===== src/design/csfr_map.svh =====
// register offsets, field positions and reset values of the status and flag register slice
`ifndef CSFR_MAP_SVH
`define CSFR_MAP_SVH

// ****************************************
// register offsets
// ****************************************
`define CSFR_OFS_STATUS_LOW     8'h00
`define CSFR_OFS_STATUS_HIGH    8'h01
`define CSFR_OFS_FLAG_CLEAR_LOW 8'h02
`define CSFR_OFS_ADC6_HIGH      8'h11
`define CSFR_OFS_ADC1_0_LOW     8'h12
`define CSFR_OFS_ADC3_2_LOW     8'h13
`define CSFR_OFS_ADC5_4_LOW     8'h14
`define CSFR_OFS_ADC6_LOW       8'h15
`define CSFR_OFS_CONV_SEL       8'h19
`define CSFR_OFS_THERM_SEL      8'h1a
`define CSFR_OFS_PART_ID        8'h1f

// ****************************************
// reset values and field layout
// ****************************************
`define CSFR_RST_CONV_SEL       8'h4b
`define CSFR_RST_THERM_SEL      8'h11
`define CSFR_THERM_SEL_MASK     8'h33
`define CSFR_RST_PREV_LEVEL     7'h7f
`define CSFR_CURRENT_LIMIT_LSB  0
`define CSFR_CURRENT_LIMIT_MSB  3
`define CSFR_VOLT_SEL_LSB       4
`define CSFR_VOLT_SEL_MSB       7
`define CSFR_FLAG_LSB           1
`define CSFR_FLAG_MSB           7
`define CSFR_ADC_HIGH_LSB       4
`define CSFR_ADC_HIGH_MSB       11
`define CSFR_ADC_LOW_MSB        3

`endif


===== src/design/csfr_pkg.sv =====
// types shared by the status and flag register slice
package csfr_pkg;

  // ****************************************
  // live condition levels, bit order of status_low
  // ****************************************
  typedef struct packed {
    logic converter_overcurrent;
    logic thermistor_low;
    logic thermistor_high;
    logic converter_temp_recovered;
    logic rectifier_temp_recovered;
    logic converter_overtemp;
    logic rectifier_overtemp;
    logic regulator_supply_ok;
  } csfr_sense_s;

  // ****************************************
  // byte port from the i2c byte engine
  // ****************************************
  typedef struct packed {
    logic       ptr_load;
    logic       wr_strobe;
    logic       rd_start;
    logic       rd_ack;
    logic [7:0] data;
  } csfr_bus_s;

  typedef logic [6:0][11:0] csfr_adc_t;

endpackage : csfr_pkg


===== src/design/csfr_sync.sv =====
// two-stage synchroniser for the asynchronous condition levels
`timescale 1ns/100ps
module csfr_sync (
  input  wire logic               clk,
  input  wire logic               rst_n,
  input  wire csfr_pkg::csfr_sense_s async_in,
  output csfr_pkg::csfr_sense_s      sync_out
);

  typedef struct packed {
    csfr_pkg::csfr_sense_s stage1;
    csfr_pkg::csfr_sense_s stage2;
  } csfr_sync_s;

  csfr_sync_s state;
  csfr_sync_s next_state;

  // ****************************************
  // stage1 feeds stage2 only
  // ****************************************
  always_comb begin
    next_state.stage1 = async_in;
    next_state.stage2 = state.stage1;
  end

  always_ff @(posedge clk or negedge rst_n) begin
    if (!rst_n) begin
      state <= '0;
    end else begin
      state <= next_state;
    end
  end

  assign sync_out = state.stage2;

endmodule : csfr_sync


===== src/design/csfr_flag_latch.sv =====
// edge-latched sticky status flags with set-over-clear priority
`timescale 1ns/100ps
`include "csfr_map.svh"
module csfr_flag_latch (
  input  wire logic       clk,
  input  wire logic       rst_n,
  input  wire logic [6:0] level,
  input  wire logic [6:0] clear,
  output logic      [6:0] flags
);

  typedef struct packed {
    logic [6:0] prev;
    logic [6:0] flags;
  } csfr_latch_s;

  csfr_latch_s state;
  csfr_latch_s next_state;

  // ****************************************
  // rising edge sets, clear only where no new edge
  // ****************************************
  always_comb begin
    next_state.prev  = level;
    next_state.flags = (state.flags & ~clear) | (level & ~state.prev);
  end

  // flags are left out of reset on purpose: power-up content is whatever it is
  // prev resets high, but level comes through a synchroniser that resets low, so a condition present at release still sets its flag
  always_ff @(posedge clk or negedge rst_n) begin
    if (!rst_n) begin
      state.prev <= `CSFR_RST_PREV_LEVEL;
    end else begin
      state <= next_state;
    end
  end

  assign flags = state.flags;

endmodule : csfr_flag_latch


===== src/design/csfr_regs.sv =====
// status, adc result, converter select, thermistor select and identity registers
`timescale 1ns/100ps
`include "csfr_map.svh"

module csfr_regs #(
  parameter logic [7:0] PART_CODE = 8'h5a  // arbitrary value
) (
  input  wire logic                  clk,
  input  wire logic                  rst_n,
  input  wire csfr_pkg::csfr_bus_s   bus,
  input  wire logic                  auto_increment_enable,
  input  wire logic                  clear_on_read_enable,
  input  wire csfr_pkg::csfr_sense_s sense_pins,
  input  wire logic [7:0]            status_high,
  input  wire logic                  adc_done,
  input  wire csfr_pkg::csfr_adc_t   adc_data,
  output logic [7:0]                 rd_data,
  output logic [7:0]                 status_low,
  output logic                       status_high_clear,
  output logic [7:0]                 converter_level_select,
  output logic [7:0]                 thermistor_limit_select
);

  // ****************************************
  // state
  // ****************************************
  typedef struct packed {
    logic [7:0] ptr;
    logic [7:0] rd_data;
    logic [7:0] conv_sel;
    logic [7:0] therm_sel;
    logic       high_clear;
  } csfr_regs_s;

  csfr_regs_s state;
  csfr_regs_s next_state;

  // byte port command after priority; one strobe a cycle is the normal case
  typedef enum logic [2:0] {
    CMD_IDLE  = 3'b000,
    CMD_PTR   = 3'b001,
    CMD_WRITE = 3'b010,
    CMD_FETCH = 3'b011,
    CMD_ACK   = 3'b100
  } csfr_cmd_e;

  csfr_cmd_e             cmd;
  csfr_pkg::csfr_sense_s sense;
  logic [6:0]            levels;
  logic [6:0]            flags;
  logic [6:0]            flag_clear;
  logic [7:0]            fetch_addr;
  logic                  fetch;
  logic [11:0]           adc_mem [0:6];

  // ****************************************
  // condition inputs
  // ****************************************
  csfr_sync u_sync (
    .clk      (clk),
    .rst_n    (rst_n),
    .async_in (sense_pins),
    .sync_out (sense)
  );

  // thresholds and current limit are applied by the comparators outside,
  // steered by the select registers; only their verdicts come in here
  function automatic logic [6:0] event_levels(input csfr_pkg::csfr_sense_s s);
    logic [6:0] value;
    value[6] = s.converter_overcurrent;
    value[5] = s.thermistor_low;
    value[4] = s.thermistor_high;
    value[3] = s.converter_temp_recovered;
    value[2] = s.rectifier_temp_recovered;
    value[1] = s.converter_overtemp;
    value[0] = s.rectifier_overtemp;
    return value;
  endfunction : event_levels

  assign levels = event_levels(sense);

  csfr_flag_latch u_flags (
    .clk   (clk),
    .rst_n (rst_n),
    .level (levels),
    .clear (flag_clear),
    .flags (flags)
  );

  // ****************************************
  // adc result store
  // ****************************************
  // no reset: contents are undefined until the first conversion lands
  always_ff @(posedge clk) begin
    if (adc_done) begin
      for (int i = 0; i < 7; i++) begin
        adc_mem[i] <= adc_data[i];
      end
    end
  end

  // ****************************************
  // byte assembly
  // ****************************************
  // bit 0 is the live supply level, the rest are the sticky flags
  function automatic logic [7:0] status_low_byte(input logic [6:0] latched,
                                                 input logic       supply_ok);
    return {latched, supply_ok};
  endfunction : status_low_byte

  // low nibbles of two channels share one byte, the odd channel on top
  function automatic logic [7:0] pack_nibbles(input logic [11:0] upper,
                                              input logic [11:0] lower);
    return {upper[`CSFR_ADC_LOW_MSB:0], lower[`CSFR_ADC_LOW_MSB:0]};
  endfunction : pack_nibbles

  // ****************************************
  // read decode
  // ****************************************
  function automatic logic [7:0] read_byte(input logic [7:0] addr);
    logic [7:0] value;
    value = 8'h00;
    case (addr)
      `CSFR_OFS_STATUS_LOW: begin
        value = status_low_byte(flags, sense.regulator_supply_ok);
      end
      `CSFR_OFS_STATUS_HIGH: begin
        value = status_high;
      end
      `CSFR_OFS_ADC6_HIGH: begin
        value = adc_mem[6][`CSFR_ADC_HIGH_MSB:`CSFR_ADC_HIGH_LSB];
      end
      `CSFR_OFS_ADC1_0_LOW: begin
        value = pack_nibbles(adc_mem[1], adc_mem[0]);
      end
      `CSFR_OFS_ADC3_2_LOW: begin
        value = pack_nibbles(adc_mem[3], adc_mem[2]);
      end
      `CSFR_OFS_ADC5_4_LOW: begin
        value = pack_nibbles(adc_mem[5], adc_mem[4]);
      end
      `CSFR_OFS_ADC6_LOW: begin
        value = {4'h0, adc_mem[6][`CSFR_ADC_LOW_MSB:0]};
      end
      `CSFR_OFS_CONV_SEL: begin
        value = state.conv_sel;
      end
      `CSFR_OFS_THERM_SEL: begin
        value = state.therm_sel;
      end
      `CSFR_OFS_PART_ID: begin
        value = PART_CODE;
      end
      default: begin
        value = 8'h00;
      end
    endcase
    return value;
  endfunction : read_byte

  // ****************************************
  // byte port decoding
  // ****************************************
  // several strobes at once mean a confused engine; the pointer load wins
  function automatic csfr_cmd_e decode_cmd(input csfr_pkg::csfr_bus_s b);
    csfr_cmd_e value;
    value = CMD_IDLE;
    if (b.ptr_load) begin
      value = CMD_PTR;
    end else if (b.wr_strobe) begin
      value = CMD_WRITE;
    end else if (b.rd_start) begin
      value = CMD_FETCH;
    end else if (b.rd_ack) begin
      value = CMD_ACK;
    end
    return value;
  endfunction : decode_cmd

  function automatic logic [7:0] step_ptr(input logic [7:0] ptr, input logic inc);
    logic [7:0] value;
    value = ptr;
    if (inc) begin
      value = ptr + 8'h01;
    end
    return value;
  endfunction : step_ptr

  // clear-on-read acts on the fetch, so a prefetch counts as a read
  function automatic logic clearing_fetch(input logic [7:0] addr,
                                          input logic [7:0] target,
                                          input logic       enable);
    return enable && (addr == target);
  endfunction : clearing_fetch

  // ****************************************
  // byte port and register updates
  // ****************************************
  assign cmd = decode_cmd(bus);

  always_comb begin
    next_state            = state;
    next_state.high_clear = 1'b0;
    flag_clear            = 7'h00;
    fetch_addr            = state.ptr;
    fetch                 = 1'b0;
    case (cmd)
      CMD_PTR: begin
        next_state.ptr = bus.data;
      end
      CMD_WRITE: begin
        case (state.ptr)
          `CSFR_OFS_CONV_SEL: begin
            next_state.conv_sel = bus.data;
          end
          `CSFR_OFS_THERM_SEL: begin
            // reserved bits are kept at zero whatever is written
            next_state.therm_sel = bus.data & `CSFR_THERM_SEL_MASK;
          end
          `CSFR_OFS_FLAG_CLEAR_LOW: begin
            flag_clear = bus.data[`CSFR_FLAG_MSB:`CSFR_FLAG_LSB];
          end
          default: begin
            // status registers and read-only bytes take no write
            flag_clear = 7'h00;
          end
        endcase
        next_state.ptr = step_ptr(state.ptr, auto_increment_enable);
      end
      CMD_FETCH: begin
        fetch = 1'b1;
      end
      CMD_ACK: begin
        // the acked byte is gone; prefetch into the cache the next one, or the same one again with auto-increment off
        fetch_addr     = step_ptr(state.ptr, auto_increment_enable);
        next_state.ptr = fetch_addr;
        fetch          = 1'b1;
      end
      default: begin
        next_state.ptr = state.ptr;
      end
    endcase
    if (fetch) begin
      next_state.rd_data = read_byte(fetch_addr);
      if (clearing_fetch(fetch_addr, `CSFR_OFS_STATUS_LOW, clear_on_read_enable)) begin
        // clear all, so unknown power-up flags go too; a fresh edge is or-ed in after
        flag_clear = 7'h7f;
      end
      if (clearing_fetch(fetch_addr, `CSFR_OFS_STATUS_HIGH, clear_on_read_enable)) begin
        // with auto-increment on, prefetch on the lower byte ack already counts as reading the upper
        next_state.high_clear = 1'b1;
      end
    end
  end

  always_ff @(posedge clk or negedge rst_n) begin
    if (!rst_n) begin
      state.ptr        <= 8'h00;
      state.rd_data    <= 8'h00;
      state.conv_sel   <= `CSFR_RST_CONV_SEL;
      state.therm_sel  <= `CSFR_RST_THERM_SEL;
      state.high_clear <= 1'b0;
    end else begin
      state <= next_state;
    end
  end

  // ****************************************
  // outputs
  // ****************************************
  assign rd_data                 = state.rd_data;
  assign status_low              = status_low_byte(flags, sense.regulator_supply_ok);
  assign status_high_clear       = state.high_clear;
  assign converter_level_select  = state.conv_sel;
  assign thermistor_limit_select = state.therm_sel;

endmodule : csfr_regs


===== config.mk =====
export PLATFORM = sky130hd
export DESIGN_NAME = csfr_regs
export DESIGN_NICKNAME = d
export VERILOG_FILES = /design/src/design/csfr_pkg.sv /design/src/design/csfr_sync.sv /design/src/design/csfr_flag_latch.sv /design/src/design/csfr_regs.sv
export VERILOG_INCLUDE_DIRS = /design/src /design/src/design
export SDC_FILE = /design/constraint.sdc
export NUM_CORES = 1
export LEC_CHECK = 0
export BUFFER_PORTS_ARGS = -buffer_cell sky130_fd_sc_hd__buf_2
export CAP_MARGIN = 20
export CORE_MARGIN = 3
export CORE_UTILIZATION = 45
export CTS_CLUSTER_SIZE = 30
export DETAILED_ROUTE_END_ITERATION = 12
export PLACE_DENSITY = 0.69
export REMOVE_ABC_BUFFERS = 1
export SLEW_MARGIN = 40
export SYNTH_ARGS = -nofsm -noshare
export SYNTH_HDL_FRONTEND = slang
export SYNTH_SLANG_ARGS = --single-unit

===== constraint.sdc =====
create_clock -name clk -period 3.35 [get_ports clk]
set_clock_uncertainty 0.15 [all_clocks]
set_input_delay 0.335 -clock clk [delete_from_list [all_inputs] [get_ports clk]]
set_output_delay 0.335 -clock clk [all_outputs]
set_load 0.005 [all_outputs]

==> qor.log <==
qor: critical_path.crit_path_end u_flags.flags[0]$_DFFE_PP_
qor: critical_path.critPathRequiredTime 3.29 ns
qor: synth.synth-xor-area-share 0.7465%
qor: clock_network.cts_made_buffers 9
qor: detailed_routing.postRouteAntennaNets 0
qor: power_and_ir_drop.max-vdd-ir-drop 258.3 uV
qor: power_and_ir_drop.powerDensity 442.3 mW/mm^2
qor: critical_path.worst_setup_path_startpoint state[26]$_DFFE_PN0P_
qor: synth.synth_compound_gate_area_share 17.46%
qor: grt.grt_first_pass_wirelength 19.71 mm
qor: synth.post_synth_mux_area_share 4.106%
qor: detailed_routing.drc_viols 0
qor: placement.routabilityCongestion 0.8932
qor: grt.grt_max_degree 37
qor: clock_network.cts.reportedPaths.clkPinSlew 0.09 ns
qor: floorplanning.initial_standard_cell_utilization_of_the_core 47.15%
qor: critical_path.timing.reg2reg.setup_slack 0.27 ns
qor: critical_path.reg2reg_from state[26]$_DFFE_PN0P_
qor: critical_path.cp_data_arrival_time 3.02 ns
qor: grt.overflow 0
qor: timing.report.final.hold_viol_count 0
qor: synth.post_synthesis_sequential_area_ratio 55.59%
qor: timing.period_share 91.95%
qor: synth.synth.lib_cells_used.distinct 69
qor: critical_path.worst-setup-path-type register to register
qor: grt.groute.usage.overall 22.17%
qor: grt.antenna_violations_before_repair 0
qor: final_layout.drive_above_1_share 33.96%
qor: synth.synthCells 403
qor: timing.slew_viol_final 0
qor: run_status.outcome complete, no violations
qor: clock_network.cts-root-buf sky130_fd_sc_hd__clkbuf_8
qor: synth.synth_adder_area_share 0.7998%
qor: synth.synth_top_family_by_area compound AO/OA/AOI/OAI gates
qor: timing.max_freq 324.6 MHz
qor: grt.number_of_global_route_vias_before_repair 3,753
qor: final_layout.finalNonFillerCells 666
qor: floorplanning.die_h 108.1 um
qor: timing.worst_slew_margin_rel 47.19%
qor: final_layout.area_delta_synth_final 24.13%
qor: final_layout.nets 648
qor: timing.post_route_minimum_period 3.080 ns
qor: final_layout.num_antenna_cells 0
qor: clock_network.cts-root-to-sink-buffers 2
qor: floorplanning.fp.dieArea 0.01169 mm^2
qor: clock_network.clock_insertion_delay_at_the_later_pin_of_the_skew_report 0.36 ns
qor: detailed_routing.vias 3,801
qor: clock_network.cts_sinks 95
qor: clock_network.cts_post_setup_buffers_inserted 0
qor: critical_path.crit_path_end_kind register
qor: critical_path.register_to_register_path_depth 7
qor: detailed_routing.drt-wirelength-per-cell 18.52 um
qor: detailed_routing.drt_wl_total 12.33 mm
qor: synth.synthArstFlopShare 54.74%
qor: job.drv_cap 0
qor: synth.synth_simple_gate_area_share 12.53%
qor: timing.grt_setup_unrepaired no
qor: synth.yosys_warnings 0
qor: critical_path.timing.critical_path.fanout_max 7
qor: floorplanning.core_area 0.009955 mm^2
qor: clock_network.cts_tree done
qor: placement.dp.cells 604
qor: final_layout.num-fill-cells 819
qor: synth.synth_flop_cell sky130_fd_sc_hd__edfxtp_1
qor: detailed_routing.drt-pass1-iter-count 4
qor: floorplanning.io-pin-count 150
qor: detailed_routing.drt-vias-per-instance 5.707
qor: floorplanning.die_width 108.1 um
qor: synth.ffs_latches_synth 95
qor: floorplanning.number_of_standard_cell_rows_in_the_floorplan 36
qor: synth.synthesis.area 0.004693 mm^2
qor: critical_path.critical_path.reg2reg.endpoint u_flags.flags[0]$_DFFE_PP_
qor: timing.fin_setup_tns 0 ns
qor: synth.synth_enable_flop_cells 43
qor: hold_path.timing.hold.worst.class primary input to register
qor: synth.syn_avg_cell_area 11.65 um^2
qor: power_and_ir_drop.power.leakage 2.480 nW
qor: detailed_routing.first_iter_violations 300
qor: placement.preCtsSetupSlack 0.2709 ns
qor: timing.worst_slew_pin_slew 0.7865 ns
qor: timing.postLayoutSetupSlackWorst 0.2696 ns
qor: critical_path.setup.worst_path.start_class register
qor: placement.dp.final_hpwl 8.676 mm
qor: placement.placement.io_buffers 97
qor: timing.finalSetupViolCount 0
qor: clock_network.ctsHtreeMaxLevel 3
## per-layer routing
layer	track usage [%]	share of wire, %
met5	0	0
met4	9.197	2.8
met3	5.075	7.6
met2	34.86	48
met1	29.75	42
## cells in the mapped netlist (3+ instances only)
master,count,share of area [%]
sky130_fd_sc_hd__clkbuf_1,9,0.72
sky130_fd_sc_hd__edfxtp_1,43,28
sky130_fd_sc_hd__nand4_1,4,0.53
sky130_fd_sc_hd__and4_1,3,0.56
sky130_fd_sc_hd__a21boi_0,3,0.48
sky130_fd_sc_hd__dfstp_2,13,7.3
sky130_fd_sc_hd__nand3_1,14,1.5
sky130_fd_sc_hd__and2_1,5,0.67
sky130_fd_sc_hd__nor2_1,17,1.4
sky130_fd_sc_hd__inv_1,14,1.1
sky130_fd_sc_hd__a211o_1,4,0.75
sky130_fd_sc_hd__a22o_1,6,1.1
sky130_fd_sc_hd__a221oi_1,11,2.1
sky130_fd_sc_hd__mux2_2,14,3.4
sky130_fd_sc_hd__nand2_1,33,2.6
sky130_fd_sc_hd__a21oi_1,13,1.4
sky130_fd_sc_hd__a31oi_1,4,0.53
sky130_fd_sc_hd__ha_1,3,0.80
sky130_fd_sc_hd__nand2b_1,3,0.40
sky130_fd_sc_hd__or2_2,3,0.40
sky130_fd_sc_hd__o21ai_0,14,1.5
sky130_fd_sc_hd__buf_4,33,5.3
sky130_fd_sc_hd__o22ai_1,10,1.3
sky130_fd_sc_hd__dfrtp_1,39,21
sky130_fd_sc_hd__and3_1,5,0.67
sky130_fd_sc_hd__xnor2_1,3,0.56
sky130_fd_sc_hd__buf_2,7,0.75
sky130_fd_sc_hd__nor3_1,8,0.85
sky130_fd_sc_hd__a222oi_1,3,0.64
sky130_fd_sc_hd__a221o_1,5,1.1
sky130_fd_sc_hd__a22oi_1,7,1.1
## placed cells by master (no fill, tap or decap), types with 13 or more instances in the layout
cell type / count
sky130_fd_sc_hd__buf_2: 97
sky130_fd_sc_hd__dlygate4sd3_1: 45
sky130_fd_sc_hd__edfxtp_1: 43
sky130_fd_sc_hd__dfrtp_1: 38
sky130_fd_sc_hd__nand2_1: 33
sky130_fd_sc_hd__buf_4: 23
sky130_fd_sc_hd__nor2_1: 17
sky130_fd_sc_hd__inv_1: 14
sky130_fd_sc_hd__mux2_2: 14
sky130_fd_sc_hd__nand3_1: 14
sky130_fd_sc_hd__a21oi_1: 13
sky130_fd_sc_hd__o21ai_0: 13
sky130_fd_sc_hd__dfstp_2: 13
## what timing repair did
action | 4_1_cts | 5_1_grt
endpoints found under the hold margin | 63 | 0
resized for setup | 0 | 1
endpoints found under the setup margin | 0 | 3
hold buffers | 45 | 0
## stage by stage
step	total power, W	hold slack, ns	utilization, %	cell area [um^2]
after floorplan	0.001592	-0.1106	-	4353
after global placement	0.001783	0.1825	51.94	5170
after detailed placement	0.001798	0.1863	51.94	5170
after global routing	0.002700	0.07994	58.52	5826
final	0.002577	0.07853	58.52	5826
after CTS	0.002586	0.06284	58.43	5817
## final cells by class
cell class	count	area (um^2)	area share [%]
timing repair buffer	165	1109	19.03
clock inverter	3	43.79	0.7517
clock buffer	13	152.6	2.620
tap	133	166.4	2.857
inverter	15	56.30	0.9665
sequential	95	2610	44.80
multi-input combinational	242	1688	28.97
## critical path: stages, from the launching register on
cell and delay, ns:
sky130_fd_sc_hd__dfrtp_1 0.49, sky130_fd_sc_hd__ha_1 0.33, sky130_fd_sc_hd__nand4_4 0.17, sky130_fd_sc_hd__nor3_1 0.27
sky130_fd_sc_hd__o2111ai_2 0.31, sky130_fd_sc_hd__a21oi_1 0.48, sky130_fd_sc_hd__and4_1 0.47, sky130_fd_sc_hd__o22ai_1 0.15
## how the worst min path moves through the flow
stage                                        start                               endpoint  slack [ns]  cells past startpoint
floorplan                                    rst_n  converter_level_select[2]$_DFFE_PN0P_       -0.11                      0
global placement    u_sync.next_state[4]$_DFF_PN0_           u_sync.sync_out[4]$_DFF_PN0_        0.18                      0
detailed placement  u_sync.next_state[3]$_DFF_PN0_           u_sync.sync_out[3]$_DFF_PN0_        0.19                      0
CTS                                 status_high[4]                 rd_data[4]$_DFFE_PN0N_        0.06                      3
global route                        status_high[4]                 rd_data[4]$_DFFE_PN0N_        0.08                      3
finish                              status_high[4]                 rd_data[4]$_DFFE_PN0N_        0.08                      3
## power breakdown
part           total (W)  switching [W]  internal, W
combinational   0.000445       0.000237     0.000208
clock           0.000755       0.000380     0.000375
sequential       0.00138      0.0000661      0.00131
total            0.00258       0.000683      0.00189
## sequential cells by signal (all words and copies together) (netlist names)
signal / cells
u_sync.next_state: 8
state: 8
thermistor_limit_select: 4
status_high_clear: 1
converter_level_select: 8
rd_data: 8
u_flags.state: 7
u_sync.sync_out: 8
u_flags.flags: 7
adc_mem: 36
## cells by family (layout without fill, tap and decap cells)
family	after synthesis	in the layout
simple gates	108	108
xor+xnor	4	4
fa+ha+maj	3	3
compound gates	106	106
flops	95	95
mux	17	17
buf+inv	69	196
other cells	1	4
No activity file was read; power rests on OpenSTA's default activity.
